## src/hw/occp_pkg.sv

```systemverilog
// constants and state layout for the output compare pwm channel
package occp_pkg;
	localparam int         ADDR_W      = 5;
	localparam logic [2:0] IDX_CTRL1   = 3'h0;
	localparam logic [2:0] IDX_CTRL2   = 3'h1;
	localparam logic [2:0] IDX_PRI     = 3'h2;
	localparam logic [2:0] IDX_SEC     = 3'h3;
	localparam logic [2:0] IDX_PER     = 3'h4;
	localparam logic [2:0] IDX_TMR     = 3'h5;
	localparam logic [2:0] IDX_STAT    = 3'h6;
	localparam int         C1_TCLR     = 3;
	localparam int         C1_FFLAG    = 4;
	localparam int         C1_FEN      = 7;
	localparam int         C2_FAULT_LATCH_SELECT    = 15;
	localparam int         C2_FOUT     = 14;
	localparam int         C2_FDIR     = 13;
	localparam int         C2_INV      = 12;
	localparam int         C2_DCB      = 9;
	localparam int         C2_CASC     = 8;
	localparam int         C2_TSEL     = 7;
	localparam int         C2_TSTAT    = 6;
	localparam int         C2_TRIS     = 5;
	localparam logic [15:0] CTRL2_RST  = 16'h000c;
	localparam logic [15:0] CTRL2_WMASK = 16'hf7ff;
	localparam logic [15:0] VAL_RST    = 16'h0000;
	localparam logic [2:0] MODE_OFF    = 3'h0;
	localparam logic [2:0] MODE_SS_HI  = 3'h1;
	localparam logic [2:0] MODE_SS_LO  = 3'h2;
	localparam logic [2:0] MODE_TOG    = 3'h3;
	localparam logic [2:0] MODE_DSS    = 3'h4;
	localparam logic [2:0] MODE_DCP    = 3'h5;
	localparam logic [2:0] MODE_EPWM   = 3'h6;
	localparam logic [2:0] MODE_CPWM   = 3'h7;
	localparam logic [4:0] SRC_NONE    = 5'h00;
	localparam logic [4:0] SRC_SELF    = 5'h1f;
	localparam int         MCLK_NS     = 20;
	localparam int         ICYC_NS     = 80;
	localparam int         ICYC_CLKS   = ICYC_NS / MCLK_NS;
	localparam int         NFLT        = 3;

	typedef struct packed {
		logic        ack;
		logic [31:0] rdata;
		logic [2:0]  mode;
		logic        tclr;
		logic [2:0]  fen;
		logic [2:0]  fflag;
		logic [15:0] c2;
		logic [15:0] pri;
		logic [15:0] sec;
		logic [15:0] per;
		logic [15:0] pri_b;
		logic [15:0] sec_b;
		logic [1:0]  dcb_b;
		logic [15:0] tmr;
		logic        dn;
		logic [1:0]  ph;
		logic [2:0]  f1;
		logic [2:0]  f2;
		logic        flt;
		logic        wave;
		logic        done;
		logic [1:0]  dly;
		logic        pin;
		logic        oe;
		logic        cout;
	} occp_state_t;
endpackage

```

## src/hw/occp_channel.sv

```systemverilog
// output compare pwm channel with avalon register slave
//
// The register addresses and register access over Avalon-MM were chosen for this implementation.
`timescale 1ns/1ps
module occp_channel
	import occp_pkg::*;
(
	// clock and reset
	input  wire logic              mclk,
	input  wire logic              resetn,
	// avalon-mm slave
	input  wire logic [ADDR_W-1:0] address,
	input  wire logic              read,
	input  wire logic              write,
	input  wire logic [31:0]       writedata,
	input  wire logic [3:0]        byteenable,
	output logic      [31:0]       readdata,
	output logic                   waitrequest,
	// trigger and sync sources, fault pins
	input  wire logic [30:1]       src_event,
	input  wire logic [NFLT-1:0]   fault_pin,
	// cascade chain
	input  wire logic              casc_carry_in,
	output logic                   casc_carry_out,
	// compare output pin
	output logic                   compare_output_pin,
	output logic                   compare_output_oe
);

	occp_state_t s;
	occp_state_t n;

	// byte-lane merge of a 16-bit register
	function automatic logic [15:0] lane_merge(input logic [15:0] old,
		input logic [31:0] wd, input logic [3:0] be);
		logic [15:0] r;
		r = old;
		if (be[0]) begin
			r[7:0] = wd[7:0];
		end
		if (be[1]) begin
			r[15:8] = wd[15:8];
		end
		return r;
	endfunction

	// legal source codes; reserved ones select nothing
	function automatic logic src_ok(input logic [4:0] c);
		logic ok;
		ok = 1'b0;
		if (c >= 5'h01 && c <= 5'h05) begin
			ok = 1'b1;
		end
		if (c >= 5'h0a && c <= 5'h0f) begin
			ok = 1'b1;
		end
		if (c >= 5'h14 && c <= 5'h1c) begin
			ok = 1'b1;
		end
		if (c == SRC_SELF) begin
			ok = 1'b1;
		end
		return ok;
	endfunction

	logic        req;
	logic        wr;
	logic [2:0]  idx;
	logic [15:0] w16;
	logic [4:0]  code;
	logic        ev;
	logic        tsel;
	logic        held;
	logic        tick;
	logic        inc;
	logic        pwm;
	logic        pstart;
	logic        m1;
	logic        m2;
	logic        factive;
	logic        initp;
	logic [2:0]  nmode;
	logic [1:0]  dcb;
	logic        dwave;

	assign req         = read | write;
	assign waitrequest = req & ~s.ack;
	assign readdata    = s.rdata;
	assign casc_carry_out     = s.cout;
	assign compare_output_pin = s.pin;
	assign compare_output_oe  = s.oe;

	always_comb begin
		n = s;
		idx = address[4:2];
		wr = s.ack & write;
		w16 = 16'h0000;
		initp = 1'b0;
		nmode = s.mode;
		n.ack = req & ~s.ack;
		n.cout = 1'b0;
		// bus read data prepared in the wait cycle
		n.rdata = 32'h0000_0000;
		unique case (idx)
			IDX_CTRL1: n.rdata[9:0] = {s.fen, s.fflag, s.tclr, s.mode};
			IDX_CTRL2: n.rdata[15:0] = s.c2;
			IDX_PRI:   n.rdata[15:0] = s.pri;
			IDX_SEC:   n.rdata[15:0] = s.sec;
			IDX_PER:   n.rdata[15:0] = s.per;
			IDX_TMR:   n.rdata[15:0] = s.tmr;
			IDX_STAT:  n.rdata[4:0] = {s.oe, s.done, s.dn, s.flt, s.pin};
			default:   n.rdata = 32'h0000_0000;
		endcase
		// fault pin synchronisers
		n.f1 = fault_pin;
		n.f2 = s.f1;
		factive = |(s.f2 & s.fen);
		// register writes
		if (wr) begin
			unique case (idx)
				IDX_CTRL1: begin
					w16 = lane_merge({6'h00, s.fen, s.fflag, s.tclr, s.mode},
						writedata, byteenable);
					nmode = w16[2:0];
					n.tclr = w16[C1_TCLR];
					n.fen = w16[C1_FEN +: 3];
					n.fflag = s.fflag & w16[C1_FFLAG +: 3];
					initp = nmode != s.mode;
				end
				IDX_CTRL2: begin
					w16 = lane_merge(s.c2, writedata, byteenable);
					n.c2 = w16 & CTRL2_WMASK;
				end
				IDX_PRI: n.pri = lane_merge(s.pri, writedata, byteenable);
				IDX_SEC: n.sec = lane_merge(s.sec, writedata, byteenable);
				IDX_PER: n.per = lane_merge(s.per, writedata, byteenable);
				default: n.mode = s.mode;
			endcase
		end
		n.mode = nmode;
		pwm = s.mode == MODE_EPWM || s.mode == MODE_CPWM;
		// source selection
		code = s.c2[4:0];
		tsel = s.c2[C2_TSEL];
		ev = 1'b0;
		if (code == SRC_SELF) begin
			ev = s.cout;
		end else if (src_ok(code)) begin
			ev = src_event[code];
		end
		// instruction cycle prescaler
		tick = s.ph == 2'(ICYC_CLKS - 1);
		n.ph = s.ph + 2'h1;
		inc = s.c2[C2_CASC] ? casc_carry_in : tick;
		held = tsel & ~s.c2[C2_TSTAT];
		m1 = inc & (s.tmr == s.pri);
		m2 = inc & (s.tmr == s.sec);
		pstart = 1'b0;
		// channel timer
		if (s.mode == MODE_OFF || held) begin
			n.tmr = 16'h0000;
			n.dn = 1'b0;
		end else if (~tsel && code != SRC_NONE && ev) begin
			n.tmr = 16'h0000;
			n.dn = 1'b0;
		end else if (inc) begin
			if (s.mode == MODE_CPWM) begin
				if (!s.dn) begin
					if (s.tmr >= s.per) begin
						n.dn = s.per != 16'h0000;
						n.tmr = s.per == 16'h0000 ? 16'h0000 : s.tmr - 16'h0001;
						pstart = s.per == 16'h0000;
					end else begin
						n.tmr = s.tmr + 16'h0001;
					end
				end else if (s.tmr <= 16'h0001) begin
					n.tmr = 16'h0000;
					n.dn = 1'b0;
					pstart = 1'b1;
				end else begin
					n.tmr = s.tmr - 16'h0001;
				end
			end else if (s.tmr == s.per) begin
				n.tmr = 16'h0000;
				pstart = 1'b1;
			end else begin
				n.tmr = s.tmr + 16'h0001;
			end
		end
		n.cout = pstart;
		// trigger flag: software write, auto clear, then set wins
		if (tsel && s.tclr && s.tmr == s.sec) begin
			n.c2[C2_TSTAT] = 1'b0;
		end
		if (tsel && ev && s.mode != MODE_OFF) begin
			n.c2[C2_TSTAT] = 1'b1;
		end
		// duty buffers
		if (!pwm || pstart) begin
			n.pri_b = s.pri;
			n.sec_b = s.sec;
			n.dcb_b = s.c2[C2_DCB +: 2];
		end
		// compare waveform
		unique case (s.mode)
			MODE_OFF: begin
				n.wave = 1'b0;
				n.done = 1'b0;
			end
			MODE_SS_HI: if (m1 && !s.done) begin
				n.wave = 1'b1;
				n.done = 1'b1;
			end
			MODE_SS_LO: if (m1 && !s.done) begin
				n.wave = 1'b0;
				n.done = 1'b1;
			end
			MODE_TOG: if (m1) begin
				n.wave = ~s.wave;
			end
			MODE_DSS: begin
				if (m1 && !s.done) begin
					n.wave = 1'b1;
				end
				if (m2 && s.wave) begin
					n.wave = 1'b0;
					n.done = 1'b1;
				end
			end
			MODE_DCP: begin
				if (m1) begin
					n.wave = 1'b1;
				end
				if (m2) begin
					n.wave = 1'b0;
				end
			end
			MODE_EPWM, MODE_CPWM: begin
				n.wave = s.tmr >= s.pri_b && s.tmr < s.sec_b;
			end
		endcase
		if (initp) begin
			n.wave = nmode == MODE_SS_LO;
			n.done = 1'b0;
		end
		// fault flags and fault state
		if (s.mode == MODE_CPWM) begin
			n.fflag = n.fflag | (s.f2 & s.fen);
		end
		if (!pwm) begin
			n.flt = 1'b0;
		end else if (factive) begin
			n.flt = 1'b1;
		end else if (s.flt) begin
			if (s.c2[C2_FAULT_LATCH_SELECT]) begin
				n.flt = s.mode == MODE_CPWM && (s.fflag & s.fen) != 3'h0;
			end else begin
				n.flt = ~pstart;
			end
		end
		// sub-cycle falling edge delay
		dcb = pwm ? s.dcb_b : s.c2[C2_DCB +: 2];
		if (s.mode == MODE_SS_HI) begin
			dcb = 2'h0;
		end
		if (s.dly != 2'h0) begin
			n.dly = s.dly - 2'h1;
		end
		if (s.wave && !n.wave) begin
			n.dly = dcb;
		end
		dwave = s.wave | (s.dly != 2'h0);
		// pin drive
		n.pin = s.flt ? s.c2[C2_FOUT] : dwave ^ s.c2[C2_INV];
		n.oe = ~s.c2[C2_TRIS] | (s.flt & s.c2[C2_FDIR]);
	end

	always_ff @(posedge mclk or negedge resetn) begin
		if (!resetn) begin
			s <= '{ack: 1'b0, rdata: 32'h0000_0000, mode: MODE_OFF,
				tclr: 1'b0, fen: 3'h0, fflag: 3'h0, c2: CTRL2_RST,
				pri: VAL_RST, sec: VAL_RST, per: VAL_RST,
				pri_b: VAL_RST, sec_b: VAL_RST, dcb_b: 2'h0,
				tmr: VAL_RST, dn: 1'b0, ph: 2'h0, f1: 3'h0, f2: 3'h0,
				flt: 1'b0, wave: 1'b0, done: 1'b0, dly: 2'h0,
				pin: 1'b0, oe: 1'b1, cout: 1'b0};
		end else begin
			s <= n;
		end
	end

endmodule

```

## config.mk

```make
export PLATFORM = sky130hd
export DESIGN_NAME = occp_channel
export DESIGN_NICKNAME = d
export VERILOG_FILES = /design/src/hw/occp_pkg.sv /design/src/hw/occp_channel.sv
export SDC_FILE = /design/constraint.sdc
export NUM_CORES = 1
export LEC_CHECK = 0
export ABC_AREA = 1
export BUFFER_PORTS_ARGS = -buffer_cell sky130_fd_sc_hd__clkbuf_2
export CORE_MARGIN = 2
export CORE_UTILIZATION = 40
export CTS_CLUSTER_DIAMETER = 30
export CTS_CLUSTER_SIZE = 24
export DETAILED_ROUTE_END_ITERATION = 6
export PLACE_DENSITY = 0.65
export RECOVER_POWER = 100
export SKIP_LAST_GASP = 1
export SLEW_MARGIN = 20
export SYNTH_ARGS = -nofsm -noshare
export SYNTH_HDL_FRONTEND = slang
export SYNTH_SLANG_ARGS = --single-unit
```

## constraint.sdc

```tcl
create_clock -name mclk -period 2.3 [get_ports mclk]
set_clock_uncertainty 0.2 [all_clocks]
set_input_delay 0 -clock mclk [delete_from_list [all_inputs] [get_ports mclk]]
set_output_delay 0 -clock mclk [all_outputs]
set_load 0.005 [all_outputs]
```

[After elaboration in Yosys (flattened, before gate mapping)]
Index checks and enable logic that the tools add are counted.
Word-level totals
  flip-flop bits (word level): 157
  bits of input ports: 79
  word-level logic and storage cells: 215
Cells by class
  $add $sub $neg: 4
  order comparisons: 11
  equality and inequality tests: 24
  muxes and demuxes: 75
  bitwise gates (word level): 20
  reductions and logical operators: 50
Operator list (number)
  $mux 16: 9
  $mux 8: 11
  $mux 17: 4
  $mux 67: 1
  $eq 16x16->1: 3
  $pmux 5 s7: 1
  $reduce_and 3->1: 11
  $ge 16x16->1: 2
  $mux 1: 32
  $pmux 5 s6: 1
  $pmux 6 s5: 1
  $eq 3x3->1 const B: 7
  $reduce_bool 3->1: 7
  $add 16x1->16 const B: 1
  $le 16x1->1 const B: 1
  $logic_not 16->1: 1
  $lt 16x16->1: 1
  $mux 2: 8
  $reduce_bool 16->1: 1
  $sub 16x1->16 const B: 1
  $eq 3x2->1 const B: 5
  $logic_and 1x1->1: 14
  $mux 3: 4
  $ne 3x3->1 const B: 4
  31 further kinds: 53

[Logic depth before layout (Yosys ltp)]
  word-level depth: 16
  depth in mapped cells: 20

[Worst setup path before layout]
OpenSTA, ideal clock, no wires.
  kind: register to register
  from: register s[17] in the netlist's numbering
  to: register s[34] in the netlist's numbering
  data arrival time: 2120 ps
  path slack: -143 ps
  cell stages (with the launch flop): 14
  period minus slack after synthesis: 2443 ps
  path through: dfrtp_1 inv_1 ha_1 nand2_4 nor2_8 inv_2 a21o_1 nor2_2 nor2_2 nand2_1 nand2_2 o21ai_4 buf_2 o21ai_2
Between the ends
  longest elaborated chain between the ends: 8
  elaborated cells between the ends (all ways): 12
  classes of those cells: 2 x order compare; 1 x eq/ne; 8 x mux; 1 x reduce/logical
RTL lines
  from (decl): line occp_channel.sv:30  | occp_state_t s;
  from (signal assigned): line occp_channel.sv:280  | s <= '{ack: 1'b0, rdata: 32'h0000_0000, mode: MODE_OFF,
  from (signal assigned): line occp_channel.sv:288  | s <= n;
  $ge 16x16->1 or $le 16x1->1 (tied branches): line occp_channel.sv:169, occp_channel.sv:176
  $mux 1, on equally long branches: line occp_channel.sv:169, occp_channel.sv:176
  $mux 1: line occp_channel.sv:168  | if (!s.dn) begin
  $mux 1 (*): line occp_channel.sv:167  | if (s.mode == MODE_CPWM) begin
  $mux 1 (*): line occp_channel.sv:166  | end else if (inc) begin
  $mux 1 (*): line occp_channel.sv:163  | end else if (~tsel && code != SRC_NONE && ev) begin
  $mux 1 (*): line occp_channel.sv:160  | if (s.mode == MODE_OFF || held) begin
  $logic_or 1x1->1 (*): line occp_channel.sv:199  | if (!pwm || pstart) begin
Mark *: on every way between the ends. The rest lies on a longest branch, timed or not.
A chain may end at the register's enable or synchronous reset.

[Worst setup path in the final report]
  from: register s[26] in the netlist's numbering
  to: register s[59] in the netlist's numbering
Same word-level chain as after synthesis.

==> metrics.csv <==
stage;metric;value;unit
clock_network;clk slew on worst S/H paths;70;ps
drt;routed len/inst;17.95;um
min_path;Hold/Removal Path Class;in2reg;
sta;worst-margin pin slew;1462;ps
setup_path;reg2reg path depth;15;
yosys;mapped cell area;10220;um^2
yosys;synthesized flop and latch total;157;
sta;setup_tns;-11850;ps
clock_network;H-Tree Depth;4;
grt;antenna violations before repair;0;
clock_network;clock sinks;157;
yosys;Adder-Cell Fraction of Synth Area;6.613;%
outcome;status;complete, but fails checks;
final_layout;Layout Nets;1772;
yosys;largest family of logic cells by synthesized area;simple AND/OR/NAND/NOR gates;
drt;drt via density;5.280;
drt;DRC errors left;0;
final_layout;FF/Latch Area;3941;um^2
floorplanning;IO Count;115;
clock_network;CTS max path bufs;2;
min_path;hold wc startpoint;fault_pin[0];
placed_design;IO buf count;74;
floorplanning;initial cell density of the core;40.69;%
setup_path;r2r endpoint;s[59];
floorplanning;Die Height;163.8;um
final_layout;share of cells above drive strength 1;27.24;%
yosys;yosys warns;0;
sta;final hold viol count;0;
setup_path;CP Launch Type;flip-flop;
grt;vias in the first global route;10072;
min_path;hold-critical path depth;2;
grt;wire length of the first global-routing pass;54.00;mm
yosys;post-synthesis async set-or-reset flop share;100.0;%
placed_design;placed cell area;12080;um^2
yosys;Seq/Total Area, Yosys;38.49;%
final_layout;final non-filler cell total;1982;
drt;drt total wl;35.57;mm
drt;antenna viol nets, final;0;
setup_path;maximum fanout along the worst path;4;
sta;max-slew violations;0;
yosys;compound-gate portion of the synthesized area;15.25;%
sta;endpoints failing setup;71;
clock_network;clock latency on the worst-skew pair;440;ps
yosys;Post-synth EDFFs;0;
run;max cap viols;0;
final_layout;ANT cells;0;
floorplanning;Die W;163.8;um
setup_path;CP arrival;2720;ps
setup_path;Worst EP required;2460;ps
placed_design;hpwl dp;25.46;mm
sta;Tmin final;2560;ps
setup_path;critical path capture point type;flip-flop;
sta;Rel. slew slack;2.501;%
drt;DR pass1 iterations;5;
sta;Final WS setup;-259.5;ps
clock_network;TritonCTS Buffers;17;
power_and_ir_drop;VDD IR max;0.5463;mV
clock_network;CTS tree;done;
placed_design;GPL Wtd Cong;0.9451;
power_and_ir_drop;Power per Cell Area;969.1;nW/um^2
yosys;top_reg_cell synth;dfrtp_1;
final_layout;area grow syn2layout;35.94;%
clock_network;root buf cell;clkbuf_16;
yosys;simple-gate portion of the synthesized area;23.71;%
setup_path;reg2reg start;s[26];
sta;RSZ-0062 raised after global routing;yes;
yosys;post-synth top area share;37.72;%
drt;routed vias;10464;
grt;Overall Global Routing Usage;26.03;%
grt;largest net degree at the start of global routing;55;
final_layout;Layout fillers;2328;
yosys;post-synth top area cell;dfrtp_1;
final_layout;cell area after layout;13890;um^2
floorplanning;CORE AREA;25110;um^2
yosys;xor/xnor share of the synthesized area;4.286;%
yosys;Cells after Synth;1359;
outcome;failing checks;negative setup slack;
sta;fmax;0.3907;GHz
grt;global route overflow;0;
yosys;Avg Cell Area, Syn;7.518;um^2
power_and_ir_drop;leakage power;6.955;nW
floorplanning;FP Rows;58;
sta;Tcrit/Tclk final;111.3;%
placed_design;Placed Cells;1888;
floorplanning;Die ar.;26840;um^2
setup_path;critical path class;reg2reg;
yosys;post-synthesis mux area share;0;%
setup_path;r2r setup slk;-260;ps
yosys;most frequent cells after synthesis;357 x nand2_1, 174 x inv_1, 154 x dfrtp_1, 139 x o21ai_0, 91 x nor2_1;
min_path;hold endpoint;n[8];
yosys;Synth area leaders;dfrtp_1 38%, nand2_1 13%, o21ai_0 6.8%;
yosys;Cell variety after synth;51;
drt;initial DRC count;1132;
final_layout;area of the multi-input gates;5659;um^2
yosys;cell with the most instances after synthesis;nand2_1;
-- per-stage QoR --
stage	util [%]	hold WS (ps)	power (mW)	setup slack, ps
2_1_floorplan	-	-495.6	7.095	3.259
3_3_place_gp	48.10	-205.3	9.312	-333.9
3_5_place_dp	48.10	-204.6	9.406	-314.2
4_1_cts	53.90	0.01277	12.99	-211.3
5_1_grt	55.32	17.56	14.23	-396.3
6_report	55.32	5.888	13.46	-259.5
-- cells by family (layout without fill, tap and decap cells) --
logic type | after synthesis | in the layout
XOR/XNOR | 50 | 50
flip-flops | 157 | 157
AO/OA/AOI/OAI | 271 | 271
adder cells (fa/ha/maj) | 54 | 54
AND/OR/NAND/NOR | 567 | 567
buffers and inverters | 259 | 537
other | 1 | 16
-- cell usage in the layout, fill, tap and decap left out, types with 23 or more instances in the layout --
cell             n
o21ai_1         23
nand3_1         46
nand2_1        341
nor2_1          78
nand2_2         28
dlygate4sd3_1   28
ha_1            41
a21oi_1         36
clkbuf_2        62
dfrtp_1        147
o21ai_0        124
inv_1          165
buf_4          176
xor2_1          37
-- layer usage --
metal / vias to the layer above / track usage, % / part of all wire (%)
li1: 4933 / - / -
met1: 4984 / 33.87 / 42
met3: 97 / 4.823 / 7.0
met5: - / 0 / 0
met2: 450 / 43.03 / 47
met4: 0 / 10.01 / 3.7
-- layout make-up --
cell class / instances / share of cell area, %
inverter: 183 / 5.018
multi-input combinational: 958 / 40.74
sequential: 157 / 28.38
clock buffer: 17 / 3.063
tap: 330 / 2.973
clock inverter: 15 / 1.270
timing repair buffer: 322 / 18.56
-- worst max path at each step --
stage / start / endpoint / slack, ps / depth (start not counted)
after floorplan: s[31] / s[27] / 3 / 14
after global placement: s[22] / s[4] / -330 / 14
after detailed placement: s[18] / s[3] / -310 / 16
after CTS: s[23] / s[36] / -210 / 15
after global routing: s[23] / s[4] / -400 / 18
final: s[26] / s[59] / -260 / 15
-- where the power goes --
part	switching [mW]	internal, mW
Sequential	0.488	3.35
Clock	1.32	1.64
Combinational	3.77	2.89
-- sequential cells by signal, summed over array words and instances, names as in the netlist --
register	count
s	130
readdata	16
code	5
n	3
casc_carry_out	1
compare_output_oe	1
compare_output_pin	1
-- worst max-delay path, cell delays in order (launching register included) --
cell and delay [ps]:
dfrtp_1 430, ha_1 320, nand2_1 50, nor2_1 130, nand2_1 110, o21bai_1 150
nor2_1 60, nand2_2 90, nand3_1 70, nand2_1 100, nand2_2 80, o21ai_4 200
buf_6 200, clkbuf_16 170, nand2_2 50, o21ai_2 50
-- repair_timing --
item | 4_1_cts | 5_1_grt
endpoints found under the setup margin | 57 | 57
pin swaps | 18 | 37
hold buffers | 28 | 0
resized for setup | 74 | 66
endpoints found under the hold margin | 243 | 0
cloned | 3 | 5
buffers inserted | 19 | 11
(Power assumes the default switching activity.)
